### src/lpt_params.svh
// Purpose : offsets, field positions and reset values of the low power timer
// Assumes : included by bare name wherever a constant is needed
// Notes   : definitions only
`ifndef LPT_PARAMS_SVH
`define LPT_PARAMS_SVH

// ***************************************************************
// register map (byte addresses, 32-bit aligned words)
// ***************************************************************
`define LPT_ADDR_W      12
`define LPT_OFF_CTRL    12'h000
`define LPT_OFF_PSR     12'h004
`define LPT_OFF_CMP     12'h008
`define LPT_OFF_CNT     12'h00c

// ***************************************************************
// field layout and reset values
// ***************************************************************
`define LPT_CTRL_W      8
`define LPT_PSR_W       7
`define LPT_CTRL_RST    8'h00
`define LPT_PSR_RST     7'h00
`define LPT_FLAG_BIT    7
`define LPT_SEL_ONE     2'h1
`define LPT_SEL_TWO     2'h2
`define LPT_SEL_THREE   2'h3

`endif

### src/lpt_pkg.sv
// Purpose : types shared by the low power timer files
// Assumes : fields match the layout in lpt_params.svh
// Notes   : nothing is imported; users write lpt_pkg::name
package lpt_pkg;

  typedef enum logic {LPT_TIME, LPT_PULSE} lpt_mode_t;

  // control and status word, bit 7 down to bit 0
  typedef struct packed {
    logic      flag;
    logic      irq_en;
    logic [1:0] pin_sel;
    logic      pol;
    logic      free_run;
    lpt_mode_t mode;
    logic      en;
  } lpt_ctrl_t;

  // prescale word, bit 6 down to bit 0
  typedef struct packed {
    logic [3:0] presc;
    logic       bypass;
    logic [1:0] clk_sel;
  } lpt_psr_t;

endpackage

### src/lpt_top.sv
// Purpose : low power timer control, prescaler, glitch filter and counter
// Assumes : APB slave on clk_in; clock sources and pulse pins are asynchronous
// Notes   : zero wait states; read data is captured in the setup cycle
//
// Design decision made here: the APB slave port.
`timescale 1ns/1ps
`default_nettype none
`include "lpt_params.svh"
module lpt_top #(
  parameter int CNT_W = 16,
  parameter int NSRC  = 4,
  parameter int NPIN  = 4
) (
  // clock and reset
  input  wire logic                   clk_in,
  input  wire logic                   rst_n_in,
  // apb slave
  input  wire logic                   psel_in,
  input  wire logic                   penable_in,
  input  wire logic                   pwrite_in,
  input  wire logic [`LPT_ADDR_W-1:0] paddr_in,
  input  wire logic [31:0]            pwdata_in,
  output logic [31:0]                 prdata_out,
  output logic                        pready_out,
  output logic                        pslverr_out,
  // asynchronous prescaler clock sources and pulse pins
  input  wire logic [NSRC-1:0]        src_clk_in,
  input  wire logic [NPIN-1:0]        pulse_pin_in,
  // interrupt request
  output logic                        timer_irq_out
);

  // ***************************************************************
  // address decode
  // ***************************************************************
  function automatic logic lpt_hit(input logic [`LPT_ADDR_W-1:0] addr,
                                   input logic [`LPT_ADDR_W-1:0] off);
    lpt_hit = (addr == off);
  endfunction

  wire logic hit_ctrl_w = lpt_hit(paddr_in, `LPT_OFF_CTRL);
  wire logic hit_psr_w  = lpt_hit(paddr_in, `LPT_OFF_PSR);
  wire logic hit_cmp_w  = lpt_hit(paddr_in, `LPT_OFF_CMP);
  wire logic hit_cnt_w  = lpt_hit(paddr_in, `LPT_OFF_CNT);
  wire logic hit_any_w  = hit_ctrl_w | hit_psr_w | hit_cmp_w | hit_cnt_w;
  wire logic setup_w    = psel_in & ~penable_in;
  wire logic access_w   = psel_in & penable_in;
  wire logic wr_w       = access_w & pwrite_in;
  wire logic wr_ctrl_w  = wr_w & hit_ctrl_w;
  wire logic wr_psr_w   = wr_w & hit_psr_w;
  wire logic wr_cmp_w   = wr_w & hit_cmp_w;

  assign pready_out  = 1'b1;
  assign pslverr_out = access_w & ~hit_any_w;

  // ***************************************************************
  // registers
  // ***************************************************************
  lpt_pkg::lpt_ctrl_t ctrl_reg;
  lpt_pkg::lpt_ctrl_t ctrl_next;
  lpt_pkg::lpt_psr_t  psr_reg;
  lpt_pkg::lpt_psr_t  psr_next;
  logic [CNT_W-1:0]   cmp_reg;
  logic [CNT_W-1:0]   cmp_next;
  logic [CNT_W-1:0]   cnt_reg;
  logic [CNT_W-1:0]   cnt_next;
  logic [31:0]        rdata_reg;
  logic [31:0]        rdata_next;

  // ***************************************************************
  // synchronisers and edge detection
  // ***************************************************************
  logic [NSRC-1:0] src_s1_reg;
  logic [NSRC-1:0] src_s2_reg;
  logic [NSRC-1:0] src_s3_reg;
  logic [NPIN-1:0] pin_s1_reg;
  logic [NPIN-1:0] pin_s2_reg;
  logic            act_prev_reg;
  logic            filt_prev_reg;

  // two flops ahead of edge logic
  always_ff @(posedge clk_in or negedge rst_n_in)
  begin
    if (!rst_n_in)
    begin
      src_s1_reg <= '0;
      src_s2_reg <= '0;
      src_s3_reg <= '0;
      pin_s1_reg <= '0;
      pin_s2_reg <= '0;
    end
    else
    begin
      src_s1_reg <= src_clk_in;
      src_s2_reg <= src_s1_reg;
      src_s3_reg <= src_s2_reg;
      pin_s1_reg <= pulse_pin_in;
      pin_s2_reg <= pin_s1_reg;
    end
  end

  wire logic [NSRC-1:0] src_rise_w = src_s2_reg & ~src_s3_reg;
  wire logic            clk_rise_w = src_rise_w[psr_reg.clk_sel];
  wire logic            sel_pin_w  = pin_s2_reg[ctrl_reg.pin_sel];
  wire logic            act_w      = sel_pin_w ^ ctrl_reg.pol;
  wire logic            act_rise_w = act_w & ~act_prev_reg;

  // ***************************************************************
  // prescaler and glitch filter
  // ***************************************************************
  wire logic is_time_w  = (ctrl_reg.mode == lpt_pkg::LPT_TIME);
  wire logic presc_run_w = ctrl_reg.en & is_time_w & ~psr_reg.bypass;
  wire logic filt_run_w  = ctrl_reg.en & ~is_time_w & ~psr_reg.bypass;
  logic presc_tick;
  logic filt_level;

  // code drives divider in time mode
  lpt_prescaler #(
    .CW (4),
    .DW (CNT_W)
  ) u_prescaler (
    .clk_in   (clk_in),
    .rst_n_in (rst_n_in),
    .run_in   (presc_run_w),
    .tick_in  (clk_rise_w),
    .code_in  (psr_reg.presc),
    .tick_out (presc_tick)
  );

  // code drives filter in pulse mode
  lpt_filter #(
    .CW (4),
    .FW (CNT_W-1)
  ) u_filter (
    .clk_in    (clk_in),
    .rst_n_in  (rst_n_in),
    .run_in    (filt_run_w),
    .tick_in   (clk_rise_w),
    .code_in   (psr_reg.presc),
    .level_in  (act_w),
    .level_out (filt_level)
  );

  wire logic filt_rise_w = filt_level & ~filt_prev_reg;
  wire logic time_tick_w  = psr_reg.bypass ? clk_rise_w : presc_tick;
  wire logic pulse_tick_w = psr_reg.bypass ? act_rise_w : filt_rise_w;
  wire logic cnt_tick_w   = ctrl_reg.en & (is_time_w ? time_tick_w : pulse_tick_w);

  // ***************************************************************
  // counter and compare flag
  // ***************************************************************
  wire logic match_w     = (cnt_reg == cmp_reg);
  wire logic flag_set_w  = cnt_tick_w & match_w;
  wire logic flag_clr_w  = wr_ctrl_w & pwdata_in[`LPT_FLAG_BIT];
  wire lpt_pkg::lpt_ctrl_t wctrl_w = pwdata_in[`LPT_CTRL_W-1:0];

  // clear on match when not free running
  assign cnt_next = !ctrl_reg.en ? '0 :
                    !cnt_tick_w ? cnt_reg :
                    (match_w && !ctrl_reg.free_run) ? '0 : cnt_reg + 1'b1;

  always_comb
  begin
    ctrl_next = ctrl_reg;
    if (wr_ctrl_w)
    begin
      ctrl_next         = wctrl_w;
      ctrl_next.flag    = ctrl_reg.flag;
    end
    ctrl_next.flag = ctrl_reg.en & (flag_set_w | (ctrl_reg.flag & ~flag_clr_w));
  end

  assign psr_next = wr_psr_w ? lpt_pkg::lpt_psr_t'(pwdata_in[`LPT_PSR_W-1:0]) : psr_reg;
  assign cmp_next = wr_cmp_w ? pwdata_in[CNT_W-1:0] : cmp_reg;

  assign rdata_next = !setup_w ? rdata_reg :
                      hit_ctrl_w ? {24'h000000, ctrl_reg} :
                      hit_psr_w  ? {25'h0000000, psr_reg} :
                      hit_cmp_w  ? {{(32-CNT_W){1'b0}}, cmp_reg} :
                      hit_cnt_w  ? {{(32-CNT_W){1'b0}}, cnt_reg} : 32'h00000000;

  always_ff @(posedge clk_in or negedge rst_n_in)
  begin
    if (!rst_n_in)
    begin
      ctrl_reg      <= lpt_pkg::lpt_ctrl_t'(`LPT_CTRL_RST);
      psr_reg       <= lpt_pkg::lpt_psr_t'(`LPT_PSR_RST);
      cmp_reg       <= '0;
      cnt_reg       <= '0;
      rdata_reg     <= 32'h00000000;
      act_prev_reg  <= 1'b0;
      filt_prev_reg <= 1'b0;
    end
    else
    begin
      ctrl_reg      <= ctrl_next;
      psr_reg       <= psr_next;
      cmp_reg       <= cmp_next;
      cnt_reg       <= cnt_next;
      rdata_reg     <= rdata_next;
      act_prev_reg  <= act_w;
      filt_prev_reg <= filt_level;
    end
  end

  assign prdata_out = rdata_reg;
  assign timer_irq_out = ctrl_reg.flag & ctrl_reg.irq_en;

  // ***************************************************************
  // assertions
  // ***************************************************************
  wire logic at_max_w = (cnt_reg == {CNT_W{1'b1}});

  disabled_clear_a: assert property (@(posedge clk_in) disable iff (!rst_n_in)
    !ctrl_reg.en |=> cnt_reg == '0 && !ctrl_reg.flag)
    else $error("disabled timer left counter or flag set");

  match_reset_a: assert property (@(posedge clk_in) disable iff (!rst_n_in)
    ctrl_reg.en && cnt_tick_w && match_w && !ctrl_reg.free_run
    |=> cnt_reg == '0 && ctrl_reg.flag)
    else $error("match did not clear counter and set flag");

  free_wrap_a: assert property (@(posedge clk_in) disable iff (!rst_n_in)
    ctrl_reg.en && cnt_tick_w && ctrl_reg.free_run && at_max_w |=> cnt_reg == '0)
    else $error("free running counter did not wrap");

  free_keep_a: assert property (@(posedge clk_in) disable iff (!rst_n_in)
    ctrl_reg.en && cnt_tick_w && ctrl_reg.free_run && match_w && !at_max_w
    |=> cnt_reg == $past(cnt_reg) + 1'b1)
    else $error("free running counter cleared on match");

  time_bypass_a: assert property (@(posedge clk_in) disable iff (!rst_n_in)
    ctrl_reg.en && is_time_w && psr_reg.bypass && src_rise_w[psr_reg.clk_sel]
    |=> cnt_reg != $past(cnt_reg) || $past(match_w))
    else $error("bypassed time mode missed a source edge");

  pulse_edge_a: assert property (@(posedge clk_in) disable iff (!rst_n_in)
    ctrl_reg.en && !is_time_w && psr_reg.bypass && $rose(act_w) && $stable(ctrl_reg.pol)
    |=> cnt_reg != $past(cnt_reg) || $past(match_w))
    else $error("bypassed pulse mode missed an active edge");

  idle_hold_a: assert property (@(posedge clk_in) disable iff (!rst_n_in)
    ctrl_reg.en && !cnt_tick_w |=> $stable(cnt_reg))
    else $error("counter moved without a tick");

  flag_w1c_a: assert property (@(posedge clk_in) disable iff (!rst_n_in)
    ctrl_reg.flag && flag_clr_w && !flag_set_w ##1 ctrl_reg.en |-> !ctrl_reg.flag)
    else $error("write one did not clear flag");

  irq_follow_a: assert property (@(posedge clk_in) disable iff (!rst_n_in)
    ctrl_reg.irq_en && $rose(ctrl_reg.flag) |-> timer_irq_out)
    else $error("interrupt missing with flag set");

  psr_zero_a: assert property (@(posedge clk_in) disable iff (!rst_n_in)
    setup_w && !pwrite_in && hit_psr_w |=> prdata_out[31:7] == 25'h0000000)
    else $error("reserved prescale bits read nonzero");

  irq_raise_a: assert property (@(posedge clk_in) disable iff (!rst_n_in)
    flag_set_w && ctrl_reg.irq_en && !wr_ctrl_w |=> timer_irq_out)
    else $error("interrupt not raised with new flag");

  parts_idle_a: assert property (@(posedge clk_in) disable iff (!rst_n_in)
    !ctrl_reg.en |=> !presc_tick && !filt_level)
    else $error("disabled timer left prescaler or filter active");

  flag_hold_a: assert property (@(posedge clk_in) disable iff (!rst_n_in)
    ctrl_reg.en && ctrl_reg.flag && !flag_clr_w |=> ctrl_reg.flag)
    else $error("compare flag dropped without clear");

  flag_cause_a: assert property (@(posedge clk_in) disable iff (!rst_n_in)
    $rose(ctrl_reg.flag) |-> $past(flag_set_w))
    else $error("compare flag set without match");

  presc_step_a: assert property (@(posedge clk_in) disable iff (!rst_n_in)
    ctrl_reg.en && is_time_w && !psr_reg.bypass && presc_tick
    |=> cnt_reg != $past(cnt_reg) || $past(match_w))
    else $error("prescaled tick did not move counter");

  filt_step_a: assert property (@(posedge clk_in) disable iff (!rst_n_in)
    ctrl_reg.en && !is_time_w && !psr_reg.bypass && filt_rise_w
    |=> cnt_reg != $past(cnt_reg) || $past(match_w))
    else $error("filtered edge did not move counter");

  psr_write_a: assert property (@(posedge clk_in) disable iff (!rst_n_in)
    wr_psr_w |=> psr_reg == $past(pwdata_in[`LPT_PSR_W-1:0]))
    else $error("prescale write not stored");

  src_pick_a: assert property (@(posedge clk_in) disable iff (!rst_n_in)
    ctrl_reg.en && is_time_w && psr_reg.bypass && !src_rise_w[psr_reg.clk_sel]
    |=> $stable(cnt_reg))
    else $error("unselected source moved counter");

  pin_pick_a: assert property (@(posedge clk_in) disable iff (!rst_n_in)
    ctrl_reg.en && !is_time_w && psr_reg.bypass && !act_rise_w |=> $stable(cnt_reg))
    else $error("counter moved without selected pin edge");

  flag_seen_c: cover property (@(posedge clk_in) disable iff (!rst_n_in)
    $rose(ctrl_reg.flag));
  wrap_seen_c: cover property (@(posedge clk_in) disable iff (!rst_n_in)
    ctrl_reg.free_run && cnt_tick_w && at_max_w);
  filt_count_c: cover property (@(posedge clk_in) disable iff (!rst_n_in)
    filt_run_w && filt_rise_w);
  presc_count_c: cover property (@(posedge clk_in) disable iff (!rst_n_in)
    presc_run_w && presc_tick);
  pin_three_c: cover property (@(posedge clk_in) disable iff (!rst_n_in)
    !is_time_w && ctrl_reg.pin_sel == `LPT_SEL_THREE && cnt_tick_w);

endmodule
`default_nettype wire

### src/lpt_prescaler.sv
// Purpose : divides selected prescaler clock ticks by 2**(code+1)
// Assumes : tick_in is a one-cycle pulse on clk_in per source clock edge
// Notes   : held cleared while run_in is low
`timescale 1ns/1ps
`default_nettype none
module lpt_prescaler #(
  parameter int CW = 4,
  parameter int DW = 16
) (
  // clock and reset
  input  wire logic          clk_in,
  input  wire logic          rst_n_in,
  // control
  input  wire logic          run_in,
  input  wire logic          tick_in,
  input  wire logic [CW-1:0] code_in,
  // divided tick
  output logic               tick_out
);

  logic [DW-1:0] cnt_reg;
  logic [DW-1:0] cnt_next;
  logic          tick_reg;
  logic          tick_next;
  wire  logic [DW:0]   span_w = (DW+1)'(1) << ({1'b0, code_in} + (CW+1)'(1));
  wire  logic [DW:0]   term_full_w = span_w - (DW+1)'(1);
  wire  logic [DW-1:0] term_w = term_full_w[DW-1:0];
  wire  logic          at_term_w = (cnt_reg == term_w);

  // divide by two to n plus one
  assign cnt_next  = !run_in ? '0 : !tick_in ? cnt_reg : at_term_w ? '0 : cnt_reg + 1'b1;
  // code zero gives divide by two
  assign tick_next = run_in & tick_in & at_term_w;
  assign tick_out  = tick_reg;

  always_ff @(posedge clk_in or negedge rst_n_in)
  begin
    if (!rst_n_in)
    begin
      cnt_reg  <= '0;
      tick_reg <= 1'b0;
    end
    else
    begin
      cnt_reg  <= cnt_next;
      tick_reg <= tick_next;
    end
  end

  divide_term_a: assert property (@(posedge clk_in) disable iff (!rst_n_in)
    tick_out |-> $past(cnt_reg) == $past(term_w) && $past(tick_in))
    else $error("prescaler tick not at terminal count");

endmodule
`default_nettype wire

### src/lpt_filter.sv
// Purpose : glitch filter, a new level passes after 2**code filter ticks
// Assumes : level_in already synchronised to clk_in
// Notes   : code zero is unsupported and behaves as one tick
`timescale 1ns/1ps
`default_nettype none
module lpt_filter #(
  parameter int CW = 4,
  parameter int FW = 15
) (
  // clock and reset
  input  wire logic          clk_in,
  input  wire logic          rst_n_in,
  // control
  input  wire logic          run_in,
  input  wire logic          tick_in,
  input  wire logic [CW-1:0] code_in,
  // filtered level
  input  wire logic          level_in,
  output logic               level_out
);

  logic [FW-1:0] cnt_reg;
  logic [FW-1:0] cnt_next;
  logic          level_reg;
  logic          level_next;
  wire  logic [FW:0]   need_full_w = ((FW+1)'(1) << code_in) - (FW+1)'(1);
  wire  logic [FW-1:0] need_w = need_full_w[FW-1:0];
  wire  logic          differ_w = (level_in != level_reg);
  wire  logic          accept_w = tick_in & differ_w & (cnt_reg == need_w);

  assign cnt_next   = !run_in || !differ_w || accept_w ? '0 :
                      tick_in ? cnt_reg + 1'b1 : cnt_reg;
  assign level_next = !run_in ? 1'b0 : accept_w ? level_in : level_reg;
  assign level_out  = level_reg;

  always_ff @(posedge clk_in or negedge rst_n_in)
  begin
    if (!rst_n_in)
    begin
      cnt_reg   <= '0;
      level_reg <= 1'b0;
    end
    else
    begin
      cnt_reg   <= cnt_next;
      level_reg <= level_next;
    end
  end

  filter_width_a: assert property (@(posedge clk_in) disable iff (!rst_n_in)
    run_in && $changed(level_out) |-> $past(cnt_reg) == $past(need_w) && $past(tick_in))
    else $error("filter passed change before its width");

endmodule
`default_nettype wire

### config.mk
export PLATFORM = sky130hd
export DESIGN_NAME = lpt_top
export DESIGN_NICKNAME = d
export VERILOG_FILES = /design/src/lpt_pkg.sv /design/src/lpt_top.sv /design/src/lpt_prescaler.sv /design/src/lpt_filter.sv
export VERILOG_INCLUDE_DIRS = /design/src
export SDC_FILE = /design/constraint.sdc
export NUM_CORES = 1
export LEC_CHECK = 0
export ABC_CLOCK_PERIOD_IN_PS = 5500
export BUFFER_PORTS_ARGS = -buffer_cell sky130_fd_sc_hd__buf_2
export CAP_MARGIN = 15
export CORE_MARGIN = 8
export CORE_UTILIZATION = 46
export DETAILED_ROUTE_END_ITERATION = 10
export PLACE_DENSITY = 0.74
export SLEW_MARGIN = 20
export SYNTH_ARGS = -nofsm -noshare
export SYNTH_HDL_FRONTEND = slang
export SYNTH_HIERARCHICAL = 1
export SYNTH_SLANG_ARGS = --single-unit
### constraint.sdc
create_clock -name clk_in -period 5.5 [get_ports clk_in]
set_clock_uncertainty 0.05 [all_clocks]
set_input_delay 0.825 -clock clk_in [delete_from_list [all_inputs] [get_ports clk_in]]
set_output_delay 0.825 -clock clk_in [all_outputs]
set_load 0.02 [all_outputs]
Yosys cells after proc, flatten, opt, wreduce, memory -nomap -nowiden --
Cells that the tools add are included.
Word-level totals: word-level logic and storage cells 110, register bits 134, output and inout port bits 35, input port bits 57
Cells by class: bitwise gates (word level) 37, add/subtract/negate cells 6, mux-type cells 21, shifts and indexed selects 2, equal/unequal tests 10, $lt $le $gt $ge 2, reduce and logical (&&, ||, !) cells 8
Operators by type and width (count):
- 16-bit 2-to-1 mux | 10
- 16-bit by 1-bit adder with 16-bit output (second input constant) | 2
- 16-bit == test | 2
- 15-bit 2-to-1 mux | 2
- 12-bit by 4-bit == test with 1-bit output (second input constant) | 2
- 1-bit bitwise AND | 23
- 1-bit by 5-bit left shift with 16-bit output (first input constant) | 1
- 16-bit by 1-bit subtractor with 16-bit output (second input constant) | 1
- 15-bit by 1-bit adder with 15-bit output (second input constant) | 1
- 15-bit == test | 1
- 1-bit by 4-bit left shift with 15-bit output (first input constant) | 1
- 15-bit by 2-bit subtractor with 15-bit output (second input constant) | 1
- 12-bit by 3-bit == test with 1-bit output (second input constant) | 1
- 12-bit zero test | 1
- 1-bit 2-to-1 mux | 7
- 1-bit NOT | 7
- 2-bit by 3-bit less-than comparator with 1-bit output (second input constant) | 2
- 4-bit by 1-bit adder with 5-bit output (second input constant) | 1
- 4-bit bitwise AND | 1
- 1-bit binary-select mux with 2-bit select | 2
- 2-bit != test (second input constant) | 2
- 4-bit NOT | 1
- 1-bit bitwise OR | 4
- 1-bit zero test | 3
- 6 further kinds | 7

Longest topological paths before layout --
word-level depth 10, gate-level depth with buffers 14, gate-level depth less buffers 10

Modules after synthesis --
Netlist, hierarchy kept.
By module, submodules not included:
- lpt_top | times used 1, area each 4119.0 µm², seq. area each 2127.0 µm², cells each 364
- lpt_prescaler | times used 1, area each 1634.1 µm², seq. area each 425.4 µm², cells each 196
- lpt_filter | times used 1, area each 1428.9 µm², seq. area each 400.4 µm², cells each 171

Worst setup path after synthesis --
No wires, ideal clock.
path type register to register, from register psr_reg[4] (netlist bit), to register u_prescaler.cnt_reg[14], required time 5.329 ns, data arrival time 2.893 ns, setup time 0.121 ns, buffers on the path 3, setup slack 2.436 ns, cell stages (with the launch flop) 14, clock period less this slack 3.064 ns, path through dfrtp_1 > buf_6 > buf_2 > nor2_4 > nand2_1 > ha_1 > or3b_1 > o211ai_1 > xnor2_1 > o211ai_2 > o41ai_4 > buf_4 > o21ai_1 > a22o_1
Between the ends: longest elaborated chain between the ends 7
Ends and longest elaborated chain:
- start, declared | line lpt_top.sv:61 | lpt_pkg::lpt_psr_t psr_reg;
- start signal, assigned | line lpt_top.sv:187 | psr_reg <= lpt_pkg::lpt_psr_t'(`LPT_PSR_RST);
- start signal, assigned | line lpt_top.sv:197 | psr_reg <= psr_next;
- 4-bit by 1-bit adder with 5-bit output | line lpt_prescaler.sv:25 | wire logic [DW:0] span_w = (DW+1)'(1) << ({1'b0, code_in} + (CW+1)'(1));
- 1-bit by 5-bit left shift with 16-bit output | line lpt_prescaler.sv:25
- 16-bit by 1-bit subtractor with 16-bit output | line lpt_prescaler.sv:26 | wire logic [DW:0] term_full_w = span_w - (DW+1)'(1);
- 16-bit == test | line lpt_prescaler.sv:28 | wire logic at_term_w = (cnt_reg == term_w);
- 16-bit 2-to-1 mux (3 in series) | line lpt_prescaler.sv:31 | assign cnt_next = !run_in ? '0 : !tick_in ? cnt_reg : at_term_w ? '0 : cnt_reg + 1'b1;
- end signal, assigned | line lpt_prescaler.sv:45 | cnt_reg <= cnt_next;
- end, declared | line lpt_prescaler.sv:21 | logic [DW-1:0] cnt_reg;
No other way between the ends. The select of a mux whose other input is x is not followed. A chain may end at the register's enable or synchronous reset.

Worst setup path after layout --
from register psr_reg[5] (netlist bit), to register u_prescaler.cnt_reg[8]
Same word-level chain as after synthesis.

==> impl_summary.txt <==
----------------------------------------------------
[GRT]
  Number of global-route vias before repair ... 5426
  Global route total overflow ... 0
  Largest net degree at the start of global routing ... 77
  Number of antenna violations at the first check in global routing ... 0
  First-pass GRT wire length ... 27800 µm
  Overall Global Routing Usage ... 0.172

[Clock tree]
  Hold buffer count at cts ... 0
  Number of clock buffers inserted by TritonCTS ... 17
  Htree depth ... 4
  Post-CTS Resized ... 0
  Clock tree sinks ... 118
  Clock transition at the registers of the reported paths ... about 0.06 ns
  Longest Clk Path Bufs ... 2
  Master cell of the clock root buffer ... clkbuf_16
  Source-to-sink clock delay at the later pin of the worst-skew pair ... 0.41 ns
  Setup Fix Bufs, Post-CTS ... 0
  CTS tree ... done

[Yosys]
  #FFs+latches synth ... 118
  Number of distinct standard cells referenced by the synthesized netlist ... 82
  Cell taking the most area after synthesis ... dfrtp_1
  Average cell area after synthesis ... 9.82 µm²
  Area of the mapped netlist ... 0.00718 mm²
  Commonest cells post-synth ... dfrtp_1 (118), nand2_1 (69), o21ai_0 (36), clkbuf_1 (30)
  Sequential share of the synthesized area ... 0.411
  Post-synthesis cell count ... 731
  Top-area cell type share of the netlist area ... 0.411
  Most repeated cell in the gate-level netlist after synthesis ... dfrtp_1
  Number of synthesis warnings ... 6
  Share of flip-flops with an asynchronous set or reset after synthesis ... 1.00
  Top cells by area in the synthesized netlist ... dfrtp_1 (41%), mux2_2 (4.5%), nand2_1 (3.6%), xor2_1 (3.5%), mux4_2 (2.8%)
  Ys flop type ... dfrtp_1
  Post-synth EDFFs ... 0

[Worst setup path]
  Category of cells accounting for the largest share of critical-path delay ... compound AO/OA/AOI/OAI gates
  Slowest stage cell on the critical path ... o41ai_4
  Worst-path cell chain ... nor2_4, nand2_1, ha_1, or3b_1, o211ai_1, xnor2_1, o211ai_2, o41ai_4, nor2_2, a22o_1
  Top fanout value on the critical path ... 16
  Worst reg2reg startpoint ... psr_reg[5]
  Required time reported for the critical path endpoint ... 5.75 ns
  Worst path buffer plus inverter count ... 0
  Critical path arrival ... around 3.9 ns
  Kind of launch point of the worst setup path ... flip-flop
  Critical Path Sink Type ... flip-flop
  WS Path Type ... flip-flop to flip-flop
  Startpoint of the worst setup timing path ... psr_reg[5]
  Largest stage delay, worst path ... 0.83 ns

[Floorplan]
  Die extent in x ... 141 µm
  Effective utilization at floorplan ... 0.471
  Number of standard-cell rows in the floorplan ... 45
  Std-Cell Core Area ... 0.0153 mm²
  Vertical die dimension ... 141 µm
  Total Die Area ... 0.0199 mm²
  Count of boundary I/O pins ... 92

[Timing]
  Final hold violation count ... 0
  Final setup fails ... 0
  Final min period ... 3.62 ns
  Fmax ... roughly 0.28 GHz
  Slew at the pin with the worst max-slew slack ... between 1 and 1.5 ns
  Sum of negative setup slack ... 0 ns
  Worst slew slack as a fraction of its limit ... 0.328
  RSZ-0062 raised after global routing ... false
  Fin crit share ... 0.658
  Max-slew violation count ... 0

[Layout]
  Combined area of the multi-input logic cells ... approximately 0.0038 mm²
  Share of post-route cells with drive strength above 1 ... 0.218
  Filler cells ... 1349
  Diode insertion count for antenna repair ... 0
  Signed area change from the synthesized netlist to the final layout ... 11.9%
  Area taken by flip-flops and latches ... 0.00295 mm²
  Net total in the final layout ... 820

[Power]
  Cell Int Power ... 0.00158 W
  Portion of total power attributed to the clock network ... 0.536
  Net Sw Power ... 0.000478 W
  Standby leakage power ... 3.64 nW
  Share of total power in sequential cells ... 0.427
  Max VDD drop ... about 0.25 mV
  Logic gate share of total power ... 0.037
  Switching part of the total ... 0.232
  Tot Pwr ... 0.00206 W
  Cell Pwr Density ... 256 mW/mm²

[Routing]
  Residual antenna-violating net count after detailed routing ... 0
  First-pass detailed-route iteration total ... 5
  Routed WL ... 16700 µm
  Starting DRT DRC Count ... about 400
  Vias per std cell ... between 5 and 6
  Vias after detailed routing ... 5695
  Drt drc ... 0
  Post-DR wirelength/cell ... ~17 µm

[Flow run]
  Max Cap Viol ... 0

[Place]
  Number of port buffers ... 58
  Final GP Congestion ... 0.861
  Dpl hpwl ... 11400 µm

[Min path]
  Hold/Removal Path Class ... primary input to asynchronous set/reset pin

[Outcome]
  Status ... finished, final reports clean

----------------------------------------------------
==> cells by family (layout without fill, tap and decap cells) <==
kind of cell    after synthesis  count (layout)  share of synthesized area
simple gates                266             266                      0.208
compound gates              157             157                      0.163
flops                       118             118                      0.411
buf+inv                      94             118                     0.0695
mux                          45              45                     0.0834
xor+xnor                     43              43                     0.0545
fa+ha+maj                     5               5                    0.00871
other cells                   3              18                    0.00157
==> final timing paths <==
check | to | slack, ns | depth (start not counted)
worst min register to register | src_s2_reg[2] | 0.30 | 0
worst max-delay path | u_prescaler/cnt_reg[8] | 1.88 | 10
max in group asynchronous | prdata_out[7] | 3.95 | 3
worst min-delay path | pin_s1_reg[2] | 0.29 | 1
worst max register to register | u_prescaler/cnt_reg[8] | 1.88 | 10
min in group clk_in | src_s2_reg[2] | 0.30 | 0
==> metrics by stage <==
stage / hold slack [ns] / util / std cells / setup WS, ns / area (µm²)
after floorplan: 0.281 / - / 746 / 2.44 / 7240
after global placement: 0.282 / 0.487 / 949 / 1.91 / 7420
after detailed placement: 0.285 / 0.487 / 949 / 1.93 / 7420
after CTS: 0.298 / 0.525 / 980 / 1.89 / 8010
after global routing: 0.301 / 0.527 / 981 / 1.62 / 8040
final: 0.291 / 0.527 / 981 / 1.88 / 8040
==> power groups by stage <==
stage	Clock, W	Sequential, W	Combinational [W]
2_1_floorplan	0	0.000894	0.0000469
3_3_place_gp	0	0.000894	0.0000746
3_5_place_dp	0	0.000895	0.0000754
4_1_cts	0.00112	0.000879	0.0000758
5_1_grt	0.00116	0.000880	0.0000860
6_report	0.00110	0.000879	0.0000771
==> placed cells by master, fill, tap and decap left out, types with 5 or more instances in the layout <==
cell and instances:
a31oi_1 7, ha_1 5, dfrtp_1 118, a32o_1 5, inv_1 20, xor2_1 29, mux4_2 9, mux2i_1 7
buf_2 57, a32oi_1 11, nor2b_1 17, o21ai_0 36, nor4_1 11, o21ai_1 14, nor2_1 25, o31ai_1 6
nor3_1 26, o211ai_1 6, nand3_1 28, nand2_1 69, buf_4 7, a22o_1 14, xnor2_1 12, clkbuf_16 17
a21oi_1 14, and3_1 24, conb_1 18, and2_1 6, a22oi_1 8, nand4_1 11, mux2_2 29, nand2b_1 12
==> per-layer routing <==
layer | up-vias | global-route usage | wire [µm]
met5 | - | 0 | 0
li1 | 2691 | - | -
met4 | 0 | 0.0600 | 312
met1 | 2829 | 0.228 | 7380
met3 | 24 | 0.0300 | 818
met2 | 151 | 0.279 | 8180
==> layout make-up <==
class | instances | share of cell area
repair buffers | 65 | 0.0455
well taps | 211 | 0.0328
flip-flops and latches | 118 | 0.367
clock inverters | 13 | 0.0184
clock buffers | 18 | 0.0546
inverters | 22 | 0.0103
multi-input cells | 534 | 0.471
(Power assumes the default switching activity.)
